## src/logic/spp_pkg.sv

```systemverilog
// Shared constants and carrier types for the strobed parallel port.
// Assumes a single 25 MHz clock and an AXI4-Lite master with 32-bit data.
package spp_pkg;

   // Register indices; byte address is four times the index
   localparam logic [1:0] IDX_PORT_A = 2'h0;
   localparam logic [1:0] IDX_PORT_B = 2'h1;
   localparam logic [1:0] IDX_PORT_C = 2'h2;
   localparam logic [1:0] IDX_CONFIG = 2'h3;
   localparam int ADDR_LSB = 2;
   localparam int ADDR_MAP_TOP = 4;

   // Reset value of the configuration byte: every port an input
   localparam logic [7:0] CFG_RESET = 8'h9B;

   // Status word and Port C line positions
   localparam int ST_OUT_FULL_N = 7;
   localparam int ST_OUT_IRQ_EN = 6;
   localparam int ST_IN_FULL = 5;
   localparam int ST_IN_IRQ_EN = 4;
   localparam int ST_IRQ_REQ = 3;
   localparam int ST_B_IRQ_EN = 2;
   localparam int ST_B_OUT_FULL_N = 1;
   localparam int ST_B_IRQ_REQ = 0;
   localparam int PIN_A_ACK_N = 6;
   localparam int PIN_A_STB_N = 4;
   localparam int PIN_B_ACK_N = 2;

   // AXI responses
   localparam logic [1:0] RESP_OKAY = 2'h0;
   localparam logic [1:0] RESP_SLVERR = 2'h2;

   // Group A operating modes
   typedef enum logic [1:0] {AM_SIMPLE, AM_STROBE_OUT, AM_BIDIR} spp_amode_e;

   // Configuration byte layout
   typedef struct packed {
      logic mode_set;      // 1 = mode word, 0 = Port C bit set/reset
      logic [1:0] a_mode;  // 00 simple, 01 strobed, 1x bidirectional
      logic a_in;          // Port A direction, 1 = input
      logic cu_in;         // Port C upper nibble direction
      logic b_mode;        // 0 simple, 1 strobed
      logic b_in;          // Port B direction
      logic cl_in;         // Port C lower nibble direction
   } spp_cfg_s;

   // One bundle of peripheral lines
   typedef struct packed {
      logic [7:0] a;
      logic [7:0] b;
      logic [7:0] c;
   } spp_pins_s;

endpackage : spp_pkg

```

## src/logic/spp_parallel_port.sv

```systemverilog
// Host-programmed parallel port: strobed output on A and B, bidirectional A.
// Assumes peripheral lines are synchronous to aclk; handshake inputs active low.
//
// How it works
// - Config byte 0xA0 selects strobed output on A
// - Config byte 0x84 selects strobed output on B
// - Bidirectional A carries both directions, no reconfiguring
// - Port B stays independently configurable meanwhile
// - Bidirectional only for Port A group
// - Five C lines control; A data latched
// - Bidirectional transfers paced by C handshakes
// - Port C read returns handshake status word
// - Bit 7 output full, low after write
// - Bit 6 output irq enable, line six
// - Bit 5 input full after peripheral capture
// - Bit 4 input irq enable, line four
// - Bit 3 request from enabled buffer conditions
// - C bits 2..0 extra I/O unless B strobed
// - Simple B frees C lines two..zero
`timescale 1ns/1ps
module spp_parallel_port #(
   parameter int ADDR_W = 8
) (
   input wire logic aclk,                      // 25 MHz clock
   input wire logic aresetn,                   // Synchronous reset, active low
   input wire logic [ADDR_W-1:0] s_axi_awaddr, // Write address
   input wire logic s_axi_awvalid,             // Write address valid
   output logic s_axi_awready,                 // Write address ready
   input wire logic [31:0] s_axi_wdata,        // Write data
   input wire logic [3:0] s_axi_wstrb,         // Byte enables
   input wire logic s_axi_wvalid,              // Write data valid
   output logic s_axi_wready,                  // Write data ready
   output logic [1:0] s_axi_bresp,             // Write response
   output logic s_axi_bvalid,                  // Write response valid
   input wire logic s_axi_bready,              // Write response ready
   input wire logic [ADDR_W-1:0] s_axi_araddr, // Read address
   input wire logic s_axi_arvalid,             // Read address valid
   output logic s_axi_arready,                 // Read address ready
   output logic [31:0] s_axi_rdata,            // Read data
   output logic [1:0] s_axi_rresp,             // Read response
   output logic s_axi_rvalid,                  // Read data valid
   input wire logic s_axi_rready,              // Read data ready
   input wire spp_pkg::spp_pins_s pin_in,      // Peripheral line levels
   output spp_pkg::spp_pins_s pin_out,         // Peripheral line drive values
   output spp_pkg::spp_pins_s pin_oe           // High where the port drives
);

   // Address must cover the four register words
   if (ADDR_W < spp_pkg::ADDR_MAP_TOP)
   begin : g_bad_addr
      $error("ADDR_W too small for the register map");
   end

   // Register hit: inside the map; the two low address bits are not checked
   function automatic logic spp_hit(input logic [ADDR_W-1:0] addr);
      spp_hit = (addr >> spp_pkg::ADDR_MAP_TOP) == '0;
   endfunction : spp_hit

   spp_pkg::spp_cfg_s cfg_ff;
   spp_pkg::spp_amode_e amode;
   logic [7:0] pa_out_ff;
   logic [7:0] pa_in_ff;
   logic [7:0] pb_out_ff;
   logic [7:0] pc_latch_ff;
   logic port_a_out_full_n_ff;
   logic port_b_out_full_n_ff;
   logic ibf_ff;
   logic a_ack_d_ff;
   logic a_stb_d_ff;
   logic b_ack_d_ff;
   logic aw_hold_ff;
   logic w_hold_ff;
   logic [ADDR_W-1:0] awaddr_ff;
   logic [7:0] wdata_ff;
   logic wstrb0_ff;
   logic b_strobe_out;
   logic a_handshake;
   logic a_ack_fall;
   logic a_stb_fall;
   logic b_ack_fall;
   logic irq_a;
   logic irq_b;
   logic do_write;
   logic wr_en;
   logic [1:0] wr_idx;
   logic rd_hs;
   logic rd_a;
   logic [7:0] nxt_c_out;
   logic [7:0] nxt_c_oe;
   logic [7:0] status;
   logic [7:0] rd_value;
   spp_pkg::spp_pins_s nxt_pin_out;
   spp_pkg::spp_pins_s nxt_pin_oe;

   // Group A mode; only group A offers the bidirectional bus
   always_comb
   begin
      if (cfg_ff.a_mode[1])
         amode = spp_pkg::AM_BIDIR;
      else if (cfg_ff.a_mode == 2'b01 && !cfg_ff.a_in)
         amode = spp_pkg::AM_STROBE_OUT;
      else
         amode = spp_pkg::AM_SIMPLE;
   end

   // Group B decoded on its own bits whatever group A does
   assign b_strobe_out = cfg_ff.b_mode && !cfg_ff.b_in;
   assign a_handshake = amode != spp_pkg::AM_SIMPLE;

   // Handshake edges; inputs are synchronous so one stage suffices
   assign a_ack_fall = a_ack_d_ff && !pin_in.c[spp_pkg::PIN_A_ACK_N];
   assign a_stb_fall = a_stb_d_ff && !pin_in.c[spp_pkg::PIN_A_STB_N];
   assign b_ack_fall = b_ack_d_ff && !pin_in.c[spp_pkg::PIN_B_ACK_N];

   // Interrupt requests from enabled buffer conditions
   assign irq_a = a_handshake
      && ((pc_latch_ff[spp_pkg::ST_OUT_IRQ_EN] && port_a_out_full_n_ff)
      || (amode == spp_pkg::AM_BIDIR && pc_latch_ff[spp_pkg::ST_IN_IRQ_EN] && ibf_ff));
   assign irq_b = b_strobe_out && pc_latch_ff[spp_pkg::ST_B_IRQ_EN] && port_b_out_full_n_ff;

   // Bus side decode
   assign do_write = aw_hold_ff && w_hold_ff && !s_axi_bvalid;
   assign wr_idx = awaddr_ff[spp_pkg::ADDR_LSB +: 2];
   assign wr_en = do_write && wstrb0_ff && spp_hit(awaddr_ff);
   assign rd_hs = s_axi_arvalid && s_axi_arready;
   assign rd_a = rd_hs && spp_hit(s_axi_araddr)
      && s_axi_araddr[spp_pkg::ADDR_LSB +: 2] == spp_pkg::IDX_PORT_A;

   // Port C line roles and the status word built from them
   always_comb
   begin
      nxt_c_out = pc_latch_ff;
      nxt_c_oe = {{4{!cfg_ff.cu_in}}, {4{!cfg_ff.cl_in}}};
      if (a_handshake)
      begin
         nxt_c_out[spp_pkg::ST_OUT_FULL_N] = port_a_out_full_n_ff;
         nxt_c_oe[spp_pkg::ST_OUT_FULL_N] = 1'b1;
         nxt_c_oe[spp_pkg::PIN_A_ACK_N] = 1'b0;
         nxt_c_out[spp_pkg::ST_IRQ_REQ] = irq_a;
         nxt_c_oe[spp_pkg::ST_IRQ_REQ] = 1'b1;
      end
      if (amode == spp_pkg::AM_BIDIR)
      begin
         nxt_c_out[spp_pkg::ST_IN_FULL] = ibf_ff;
         nxt_c_oe[spp_pkg::ST_IN_FULL] = 1'b1;
         nxt_c_oe[spp_pkg::PIN_A_STB_N] = 1'b0;
      end
      // Lower lines stay extra I/O unless B takes them for handshakes
      if (b_strobe_out)
      begin
         nxt_c_out[spp_pkg::ST_B_OUT_FULL_N] = port_b_out_full_n_ff;
         nxt_c_oe[spp_pkg::ST_B_OUT_FULL_N] = 1'b1;
         nxt_c_oe[spp_pkg::PIN_B_ACK_N] = 1'b0;
         nxt_c_out[spp_pkg::ST_B_IRQ_REQ] = irq_b;
         nxt_c_oe[spp_pkg::ST_B_IRQ_REQ] = 1'b1;
      end
      // Status: driven lines read the latch, others the pins
      status = (pin_in.c & ~nxt_c_oe) | (pc_latch_ff & nxt_c_oe);
      if (a_handshake)
      begin
         status[spp_pkg::ST_OUT_FULL_N] = port_a_out_full_n_ff;
         status[spp_pkg::ST_OUT_IRQ_EN] = pc_latch_ff[spp_pkg::ST_OUT_IRQ_EN];
         status[spp_pkg::ST_IRQ_REQ] = irq_a;
      end
      if (amode == spp_pkg::AM_BIDIR)
      begin
         status[spp_pkg::ST_IN_FULL] = ibf_ff;
         status[spp_pkg::ST_IN_IRQ_EN] = pc_latch_ff[spp_pkg::ST_IN_IRQ_EN];
      end
      if (b_strobe_out)
      begin
         status[spp_pkg::ST_B_IRQ_EN] = pc_latch_ff[spp_pkg::ST_B_IRQ_EN];
         status[spp_pkg::ST_B_OUT_FULL_N] = port_b_out_full_n_ff;
         status[spp_pkg::ST_B_IRQ_REQ] = irq_b;
      end
   end

   // Pin drive; A in bidirectional mode only during acknowledge
   always_comb
   begin
      nxt_pin_out.a = pa_out_ff;
      nxt_pin_out.b = pb_out_ff;
      nxt_pin_out.c = nxt_c_out;
      if (amode == spp_pkg::AM_BIDIR)
         nxt_pin_oe.a = {8{!pin_in.c[spp_pkg::PIN_A_ACK_N]}};
      else
         nxt_pin_oe.a = {8{!cfg_ff.a_in}};
      nxt_pin_oe.b = {8{!cfg_ff.b_in}};
      nxt_pin_oe.c = nxt_c_oe;
   end

   // Read mux; the configuration register is write-only and reads zero
   always_comb
   begin
      rd_value = 8'h00;
      unique case (s_axi_araddr[spp_pkg::ADDR_LSB +: 2])
         spp_pkg::IDX_PORT_A:
            if (amode == spp_pkg::AM_BIDIR)
               rd_value = pa_in_ff;
            else if (cfg_ff.a_in)
               rd_value = pin_in.a;
            else
               rd_value = pa_out_ff;
         spp_pkg::IDX_PORT_B:
            rd_value = cfg_ff.b_in ? pin_in.b : pb_out_ff;
         spp_pkg::IDX_PORT_C:
            rd_value = status;
         spp_pkg::IDX_CONFIG:
            rd_value = 8'h00;
      endcase
   end

   // Configuration word; bit 7 low is a Port C bit command instead
   always_ff @(posedge aclk)
   begin
      if (!aresetn)
         cfg_ff <= spp_pkg::CFG_RESET;
      else if (wr_en && wr_idx == spp_pkg::IDX_CONFIG && wdata_ff[7])
         cfg_ff <= wdata_ff;
   end

   // Port C latch holds extra outputs and the three interrupt enables
   always_ff @(posedge aclk)
   begin
      if (!aresetn)
         pc_latch_ff <= 8'h00;
      else if (wr_en && wr_idx == spp_pkg::IDX_CONFIG)
      begin
         if (wdata_ff[7])
            pc_latch_ff <= 8'h00;
         else
            pc_latch_ff[wdata_ff[3:1]] <= wdata_ff[0];
      end
      else if (wr_en && wr_idx == spp_pkg::IDX_PORT_C)
         pc_latch_ff <= wdata_ff;
   end

   // Output data latches
   always_ff @(posedge aclk)
   begin
      if (!aresetn)
      begin
         pa_out_ff <= 8'h00;
         pb_out_ff <= 8'h00;
      end
      else if (wr_en)
      begin
         if (wr_idx == spp_pkg::IDX_PORT_A)
            pa_out_ff <= wdata_ff;
         if (wr_idx == spp_pkg::IDX_PORT_B)
            pb_out_ff <= wdata_ff;
      end
   end

   // A output full; acknowledge wins over a simultaneous write
   always_ff @(posedge aclk)
   begin
      if (!aresetn)
         port_a_out_full_n_ff <= 1'b1;
      else if (wr_en && wr_idx == spp_pkg::IDX_CONFIG && wdata_ff[7])
         port_a_out_full_n_ff <= 1'b1;
      else if (a_handshake && a_ack_fall)
         port_a_out_full_n_ff <= 1'b1;
      else if (a_handshake && wr_en && wr_idx == spp_pkg::IDX_PORT_A)
         port_a_out_full_n_ff <= 1'b0;
   end

   // B output full, same handshake as A
   always_ff @(posedge aclk)
   begin
      if (!aresetn)
         port_b_out_full_n_ff <= 1'b1;
      else if (wr_en && wr_idx == spp_pkg::IDX_CONFIG && wdata_ff[7])
         port_b_out_full_n_ff <= 1'b1;
      else if (b_strobe_out && b_ack_fall)
         port_b_out_full_n_ff <= 1'b1;
      else if (b_strobe_out && wr_en && wr_idx == spp_pkg::IDX_PORT_B)
         port_b_out_full_n_ff <= 1'b0;
   end

   // A input latch; a strobe wins over the clearing read
   always_ff @(posedge aclk)
   begin
      if (!aresetn)
      begin
         ibf_ff <= 1'b0;
         pa_in_ff <= 8'h00;
      end
      else if (wr_en && wr_idx == spp_pkg::IDX_CONFIG && wdata_ff[7])
         ibf_ff <= 1'b0;
      else if (amode == spp_pkg::AM_BIDIR && a_stb_fall)
      begin
         ibf_ff <= 1'b1;
         pa_in_ff <= pin_in.a;
      end
      else if (amode == spp_pkg::AM_BIDIR && rd_a)
         ibf_ff <= 1'b0;
   end

   // Previous handshake levels, idle high
   always_ff @(posedge aclk)
   begin
      if (!aresetn)
      begin
         a_ack_d_ff <= 1'b1;
         a_stb_d_ff <= 1'b1;
         b_ack_d_ff <= 1'b1;
      end
      else
      begin
         a_ack_d_ff <= pin_in.c[spp_pkg::PIN_A_ACK_N];
         a_stb_d_ff <= pin_in.c[spp_pkg::PIN_A_STB_N];
         b_ack_d_ff <= pin_in.c[spp_pkg::PIN_B_ACK_N];
      end
   end

   // Registered pins so every output comes from a flop
   always_ff @(posedge aclk)
   begin
      if (!aresetn)
      begin
         pin_out <= '0;
         pin_oe <= '0;
      end
      else
      begin
         pin_out <= nxt_pin_out;
         pin_oe <= nxt_pin_oe;
      end
   end

   // Write channels taken in either order; response after both
   always_ff @(posedge aclk)
   begin
      if (!aresetn)
      begin
         s_axi_awready <= 1'b1;
         s_axi_wready <= 1'b1;
         aw_hold_ff <= 1'b0;
         w_hold_ff <= 1'b0;
         awaddr_ff <= '0;
         wdata_ff <= 8'h00;
         wstrb0_ff <= 1'b0;
         s_axi_bvalid <= 1'b0;
         s_axi_bresp <= spp_pkg::RESP_OKAY;
      end
      else
      begin
         if (s_axi_awvalid && s_axi_awready)
         begin
            aw_hold_ff <= 1'b1;
            awaddr_ff <= s_axi_awaddr;
            s_axi_awready <= 1'b0;
         end
         if (s_axi_wvalid && s_axi_wready)
         begin
            w_hold_ff <= 1'b1;
            wdata_ff <= s_axi_wdata[7:0];
            wstrb0_ff <= s_axi_wstrb[0];
            s_axi_wready <= 1'b0;
         end
         if (do_write)
         begin
            aw_hold_ff <= 1'b0;
            w_hold_ff <= 1'b0;
            s_axi_bvalid <= 1'b1;
            s_axi_bresp <= spp_hit(awaddr_ff) ? spp_pkg::RESP_OKAY : spp_pkg::RESP_SLVERR;
         end
         if (s_axi_bvalid && s_axi_bready)
         begin
            s_axi_bvalid <= 1'b0;
            s_axi_awready <= 1'b1;
            s_axi_wready <= 1'b1;
         end
      end
   end

   // Read channel; data sampled at the address handshake
   always_ff @(posedge aclk)
   begin
      if (!aresetn)
      begin
         s_axi_arready <= 1'b1;
         s_axi_rvalid <= 1'b0;
         s_axi_rdata <= 32'h0000_0000;
         s_axi_rresp <= spp_pkg::RESP_OKAY;
      end
      else if (rd_hs)
      begin
         s_axi_arready <= 1'b0;
         s_axi_rvalid <= 1'b1;
         if (spp_hit(s_axi_araddr))
         begin
            s_axi_rdata <= {24'h00_0000, rd_value};
            s_axi_rresp <= spp_pkg::RESP_OKAY;
         end
         else
         begin
            s_axi_rdata <= 32'h0000_0000;
            s_axi_rresp <= spp_pkg::RESP_SLVERR;
         end
      end
      else if (s_axi_rvalid && s_axi_rready)
      begin
         s_axi_rvalid <= 1'b0;
         s_axi_arready <= 1'b1;
      end
   end

endmodule : spp_parallel_port

```

## config.mk

```make
export PLATFORM = sky130hd
export DESIGN_NAME = spp_parallel_port
export DESIGN_NICKNAME = d
export VERILOG_FILES = /design/src/logic/spp_pkg.sv /design/src/logic/spp_parallel_port.sv
export SDC_FILE = /design/constraint.sdc
export NUM_CORES = 1
export LEC_CHECK = 0
export ABC_CLOCK_PERIOD_IN_PS = 2300
export BUFFER_PORTS_ARGS = -buffer_cell sky130_fd_sc_hd__buf_2
export CAP_MARGIN = 40
export CORE_MARGIN = 5
export CORE_UTILIZATION = 50
export DETAILED_ROUTE_END_ITERATION = 8
export PLACE_DENSITY = 0.82
export RECOVER_POWER = 100
export SYNTH_ARGS = -nofsm -noshare
export SYNTH_HDL_FRONTEND = slang
export SYNTH_SLANG_ARGS = --single-unit
```

## constraint.sdc

```tcl
create_clock -name aclk -period 2.3 [get_ports aclk]
set_input_delay 0.115 -clock aclk [delete_from_list [all_inputs] [get_ports aclk]]
set_output_delay 0.115 -clock aclk [all_outputs]
set_load 0.05 [all_outputs]
```

==> results of run 1 <==
==> flip-flops by register name (all words and copies together), names as in the netlist, 6 cells and up <==
| signal | cells |
|---|---|
| pb_out_ff | 8 |
| s_axi_rdata | 8 |
| pa_in_ff | 8 |
| pin_out | 24 |
| cfg_ff | 7 |
| wdata_ff | 8 |
| pc_latch_ff | 8 |
| pa_out_ff | 8 |
| awaddr_ff | 6 |
| pin_oe | 9 |
==> cell usage after synthesis, types with 4 or more instances <==
master    count  area, sq um
a31oi_1       4        25.02
buf_4        42        315.3
nor3b_1       4        30.03
inv_1        25        93.84
o311a_1       5        50.05
o221a_2       4        45.04
mux2i_1      27        270.3
nand2_1      79        296.5
a21boi_0     24        180.2
nand2b_1      7        43.79
o21ai_0      43        215.2
nand3_1      26        130.1
mux2_2       17        191.4
a21oi_1      16        80.08
and3_1        4        25.02
nor2b_1      21        131.4
dfxtp_1     110         2202
nor2_1       11        41.29
and2_1        8        50.05
clkbuf_1     33        123.9
==> through the flow <==
stage	cells	area (sq um)	hold slack (ps)	util (%)	total power, mW
CTS	797	5741	1.880	59.28	3.558
detailed placement	765	5385	337.4	55.61	2.394
global route	797	5637	22.20	58.20	3.664
global placement	765	5385	327.3	55.61	2.383
finish	797	5637	-0.2418	58.20	3.539
floorplan	585	5024	215.4	-	2.322
==> final timing paths <==
kind / start / endpoint / slack, ps / cells after the start
worst max register to register: awaddr_ff[7] / cfg_ff[4] / 230 / 5
worst max-delay path: awaddr_ff[7] / cfg_ff[4] / 230 / 5
worst min register to register: pb_out_ff[1] / pin_out[9] / 450 / 2
worst min-delay path: pin_in[19] / pa_in_ff[3] / -0.2 / 3
==> worst reg2reg max path, stage by stage, from the launching register on <==
cell and delay [ps]:
dfxtp_1 340, or4_1 630, or3_1 530, buf_4 220, mux2i_1 160, nand2_1 70
==> power by group <==
part / switching, mW / total, mW / internal [mW]
sequential: 0.0433 / 1.98 / 1.93
combinational: 0.268 / 0.392 / 0.123
clock: 0.662 / 1.17 / 0.508
total: 0.973 / 3.54 / 2.57
==> per-layer routing <==
layer | wire length, um | global-route usage [%] | part of all wire, % | up-vias
met3 | 917 | 2.349 | 7.6 | 19
li1 | - | - | - | 2053
met5 | 0 | 0 | 0 | -
met1 | 5146 | 26.03 | 43 | 1939
met2 | 5709 | 33.68 | 47 | 180
met4 | 246 | 7.124 | 2.0 | 0
==> kinds of logic (layout without fill, tap and decap cells) <==
| family | count (synthesis) | after routing | share of synthesized area (%) |
|---|---|---|---|
| multiplexers | 44 | 44 | 9.365 |
| AND/OR/NAND/NOR | 178 | 178 | 18.02 |
| other | 1 | 26 | 0.07607 |
| flip-flops | 110 | 110 | 44.67 |
| buffers and inverters | 105 | 184 | 11.50 |
| AO/OA/AOI/OAI | 122 | 122 | 16.37 |
==> cell type report <==
| cell class | count | area [sq um] |
|---|---|---|
| multi-input cells | 370 | 2251 |
| fillers | 912 | 4048 |
| well taps | 133 | 166.4 |
| clock inverters | 7 | 71.32 |
| clock buffers | 9 | 123.9 |
| inverters | 25 | 93.84 |
| flip-flops and latches | 110 | 2202 |
| repair buffers | 143 | 728.2 |
==> timing repair <==
action,in CTS,in global routing
hold buffers,16,0
resized for setup,0,0
endpoints found under the setup margin,0,0
hold endpoints to repair,16,0
==> metrics.txt, run 1 <==
result of the run complete, but fails checks; failing checks hold timing, capacitance limit, slew limit; number of setup buffers added after CTS 0; most common cell after layout, fill and taps aside dfxtp_1; VDD IR-drop max 410.2 uV; post-layout min period 2068 ps; final setup fails 0; Fin. Hold Viols 1; dpl ws 332.0 ps; Unique masters post-synth 48; CP Cell Sequence or4_1 > or3_1 > buf_4 > mux2i_1 > nand2_1; data arrival time of the critical path 2320 ps; number of DRC markers in iteration 0 279; initial core utilization 50.90%; Worst-Skew Late Latency 370 ps; post-DP HPWL 8.886 mm; io pins 172; clock-pin slew on the worst setup and hold paths 110 ps; setup total negative slack 0 ps; Core Region 0.009684 sq mm; setup ws final 232.4 ps; vias in the first global route 3810; crit path max-delay cell type or4_1; GRT Util Overall 19.81%; Clock Sinks 110; first-pass GRT wire length 18.66 mm; Ys Warns 0; number of routed nets with antenna violations 0; Num CTS Buffers 9; DIE WIDTH 109.3 um; clk_skew 11.50 ps; worst hold margin -0.2418 ps; top_reg_cell synth dfxtp_1; EDFF count, synth 0; critical path's top delay family simple AND/OR/NAND/NOR gates; GPL Wtd Cong 0.8476; Vias/cell 5.258; max_cap viols 1; FMAX 0.4837 GHz; layout cells sized above 1 14.61%; Worst Setup End Kind flip-flop; Wirelength per Cell 15.08 um; syn_area_per_cell 8.803 sq um; H-tree lvl count 3; Layout area overhead 14.34%; global-route congestion overflow total 0; Critical Path Max Stage Delay 630 ps; crit start category flip-flop; fin crit share 89.90%; Worst slew margin -5.836%; sequential share of the synthesized area 44.67%; initial antenna violation count 0; HP Class input port to flip-flop; largest net degree at the start of global routing 42; Worst-Margin Slew 1588 ps; most frequent cells in the layout 110 x dfxtp_1, 79 x nand2_1, 70 x clkbuf_1; Async SR Flop Fraction 0%; CTS tree built; Setup CP Type flip-flop to flip-flop; fin nets 742; Worst EP required 2550 ps; CP max FO 6; Routed WL 12.02 mm; Synth Cell Area 0.004930 sq mm; P_leak 2.413 nW; Power Density 627.8 mW/mm^2; FF+latch count, synth 110; port bufs 114; DIE HEIGHT 109.3 um; Core Rows 36; drt pass-1 iters 5; CTS Buffer Depth 2; DRC viols 0; die area 0.01195 sq mm; Post-Synthesis Cells 560; clock root buffer clkbuf_8; RSZ-0062 raised after global routing no; max-slew violation count 42; Via Count 4191; Antenna Cells 0; Bufs and invs on worst path 1
Note: power is estimated with default switching activity, not from simulation.
==> run 2, diff against run 1 <==
Settings changed: ABC_AREA set to 1.
==> run 2 against run 1 <==
Compared with the run above: the run now ends clean; largest cell class is now flip-flops and latches; critical endpoint is now pa_in_ff[7]; fmax is 7.7% higher; worst setup slack improved by 150 ps; die area increased by 0.62%; cell count rose by 13%; worst hold slack better by 8.3 ps; critical path depth rose by 3; routed wire length rose by 2.3%; largest power group unchanged; non-clock buffer count decreased by 10; clock-buffer cell count is 1 higher; sequential power barely moved.
==> metrics.txt, run 2 <==
cts repair resizes 0; H-tree lvl count 3; top cell type by total area after synthesis dfxtp_1; syn_area_per_cell 7.475 sq um; Largest register FFs 24; Largest Register pin_out; FMAX 0.5211 GHz; DIE WIDTH 109.6 um; Worst-Skew Late Latency 370 ps; post-layout min period 1919 ps; Clock Sinks 110; die area 0.01202 sq mm; Inst Count DP 872; Worst Setup End Kind flip-flop; max_cap viols 0; HP Class input port to flip-flop; FF+latch count, synth 110; initial core utilization 51.02%; number of setup buffers added after CTS 0; synth cell count leaders 129 x nand2_1, 110 x dfxtp_1, 70 x nor2_1; Vias/cell 5.027; top_reg_cell synth dfxtp_1; max-slew violation count 0; EDFF count, synth 0; clock root buffer clkbuf_8; most common cell after layout, fill and taps aside nand2_1; Multi-input gate area 0.002086 sq mm; crit start category flip-flop; VDD IR-drop max 332.1 uV; number of DRC markers in iteration 0 301; Finished Core Util 57.65%; Wirelength per Cell 13.62 um; CTS Buffer Depth 2; hold endpoint wdata_ff[5]; final setup fails 0; Layout area overhead 13.01%; cell with the most instances after synthesis nand2_1; CP Cell Sequence nor2_2 > nand2_1 > nor2_8 > nand3_4 > nand2_1 > inv_1 > nor2_1 > nor2_1; RSZ-0062 raised after global routing no; Core Rows 36; biggest regs pin_out x24, pin_oe x9; CTS tree built; Via Count 4539; clk_skew 8.153 ps; most frequent cells in the layout 132 x nand2_1, 110 x dfxtp_1, 71 x nor2_1; Ys Warns 0; Antenna Cells 0; Setup CP Type flip-flop to flip-flop; Hold Path Stages 3; vias in the first global route 4088; Async SR Flop Fraction 0%; number of routed nets with antenna violations 0; Routed WL 12.30 mm; data arrival time of the critical path 2190 ps; layout cells sized above 1 12.34%; worst hold margin 8.062 ps; Worst EP required 2570 ps; path depth of the worst reg2reg path 8; hold_buf cts 15; GPL Wtd Cong 0.9022; global-route congestion overflow total 0; GRT Util Overall 20.20%; largest net degree at the start of global routing 39; Worst-Margin Slew 1357 ps; port bufs 114; Hold Crit Start s_axi_wdata[5]; first-pass GRT wire length 19.15 mm; result of the run completed; Synth Cell Area 0.004964 sq mm; final-layout fill cell count 948; fin nets 848; crit path max-delay cell type dfxtp_1; Num CTS Buffers 9; initial antenna violation count 1; clock-pin slew on the worst setup and hold paths 100 ps; Critical Path Max Stage Delay 330 ps; fin crit share 83.43%; Core Region 0.009729 sq mm; Yosys top cell area share 44.37%; P_leak 2.536 nW; r2r startpoint awaddr_ff[5]; largest cells by area after synthesis dfxtp_1 44%, nand2_1 9.8%, buf_4 6.4%; setup total negative slack 0 ps; io pins 172; Post-Synthesis Cells 664; sequential share of the synthesized area 44.37%; flop2flop setup slack 380 ps; Power Density 662.1 mW/mm^2; Unique masters post-synth 37; CP max FO 14; DIE HEIGHT 109.6 um; worst reg2reg endpoint pa_in_ff[7]; Final Non-Filler Cells 903; Fin. Hold Viols 0; DRC viols 0; Worst slew margin 9.539%; drt pass-1 iters 7; post-DP HPWL 8.844 mm; Reg area 0.002202 sq mm
[run 2: changes by cell type in the layout (fill, tap and decap cells not counted), sizes merged, moves of 8 or more]
cell    previous run  this run
mux2              17         0
nand4              3        11
nand2             79       135
a21boi            24         1
nor2              11        74
o21ai             43        82
inv               27        72
and2               8         0
nor2b             21         0
a21oi             16        54
mux2i             27         0
[run 2: cell families (layout without fill, tap and decap cells)]
kind of cell / after synthesis / in the layout / synth area share, %
flip-flops: 110 / 110 / 44.37
AO/OA/AOI/OAI: 154 / 154 / 16.97
other: 1 / 26 / 0.07555
AND/OR/NAND/NOR: 259 / 259 / 23.62
buffers and inverters: 140 / 221 / 14.97
[run 2: worst max-delay path by stage]
| stage | end | depth (start not counted) | slack, ps | startpoint |
|---|---|---|---|---|
| 3_5_place_dp | pb_out_ff[4] | 6 | 600 | awaddr_ff[7] |
| 5_1_grt | s_axi_rdata[6] | 9 | 240 | cfg_ff[4] |
| 6_report | pa_in_ff[7] | 8 | 380 | awaddr_ff[5] |
| 2_1_floorplan | ibf_ff | 7 | 790 | s_axi_arready |
| 4_1_cts | pb_out_ff[4] | 6 | 560 | awaddr_ff[7] |
| 3_3_place_gp | pb_out_ff[2] | 6 | 660 | awaddr_ff[7] |
[run 2: area by class of cell]
type | count | area share, %
multi-input cells | 439 | 37.18
repair buffers | 133 | 11.80
clock buffers | 10 | 2.454
flip-flops and latches | 110 | 39.26
well taps | 133 | 2.967
inverters | 72 | 4.818
clock inverters | 6 | 1.517
[run 2: per-stage QoR]
stage | power, mW | worst slack [ps] | area (sq um)
floorplan | 2.379 | 787.1 | 5057
global route | 3.851 | 237.0 | 5609
detailed placement | 2.461 | 604.4 | 5351
CTS | 3.735 | 562.5 | 5724
global placement | 2.457 | 663.7 | 5351
finish | 3.714 | 381.0 | 5609
[run 2: metal layers]
layer  vias up  global-route usage [%]  wire, um
met5         -                       0        12
li1       2273                       -         -
met4         2                   7.658       287
met3        29                   3.641      1138
met2       214                   32.65      5471
met1      2021                   26.90      5389
[run 2: where the power goes]
part           internal [mW]  switching [mW]  leakage [nW]  total, mW
Clock                  0.639           0.640         0.108       1.28
Combinational          0.117           0.324          1.53      0.441
Sequential              1.95          0.0491         0.893       1.99
Total                   2.70            1.01          2.54       3.71
[run 2: worst max-delay path: cells and delay by family, from the launching register on]
kind	cells	cell delay, ps
DFF	1	330
buffers and inverters	1	190
and+or+nand+nor	7	1280
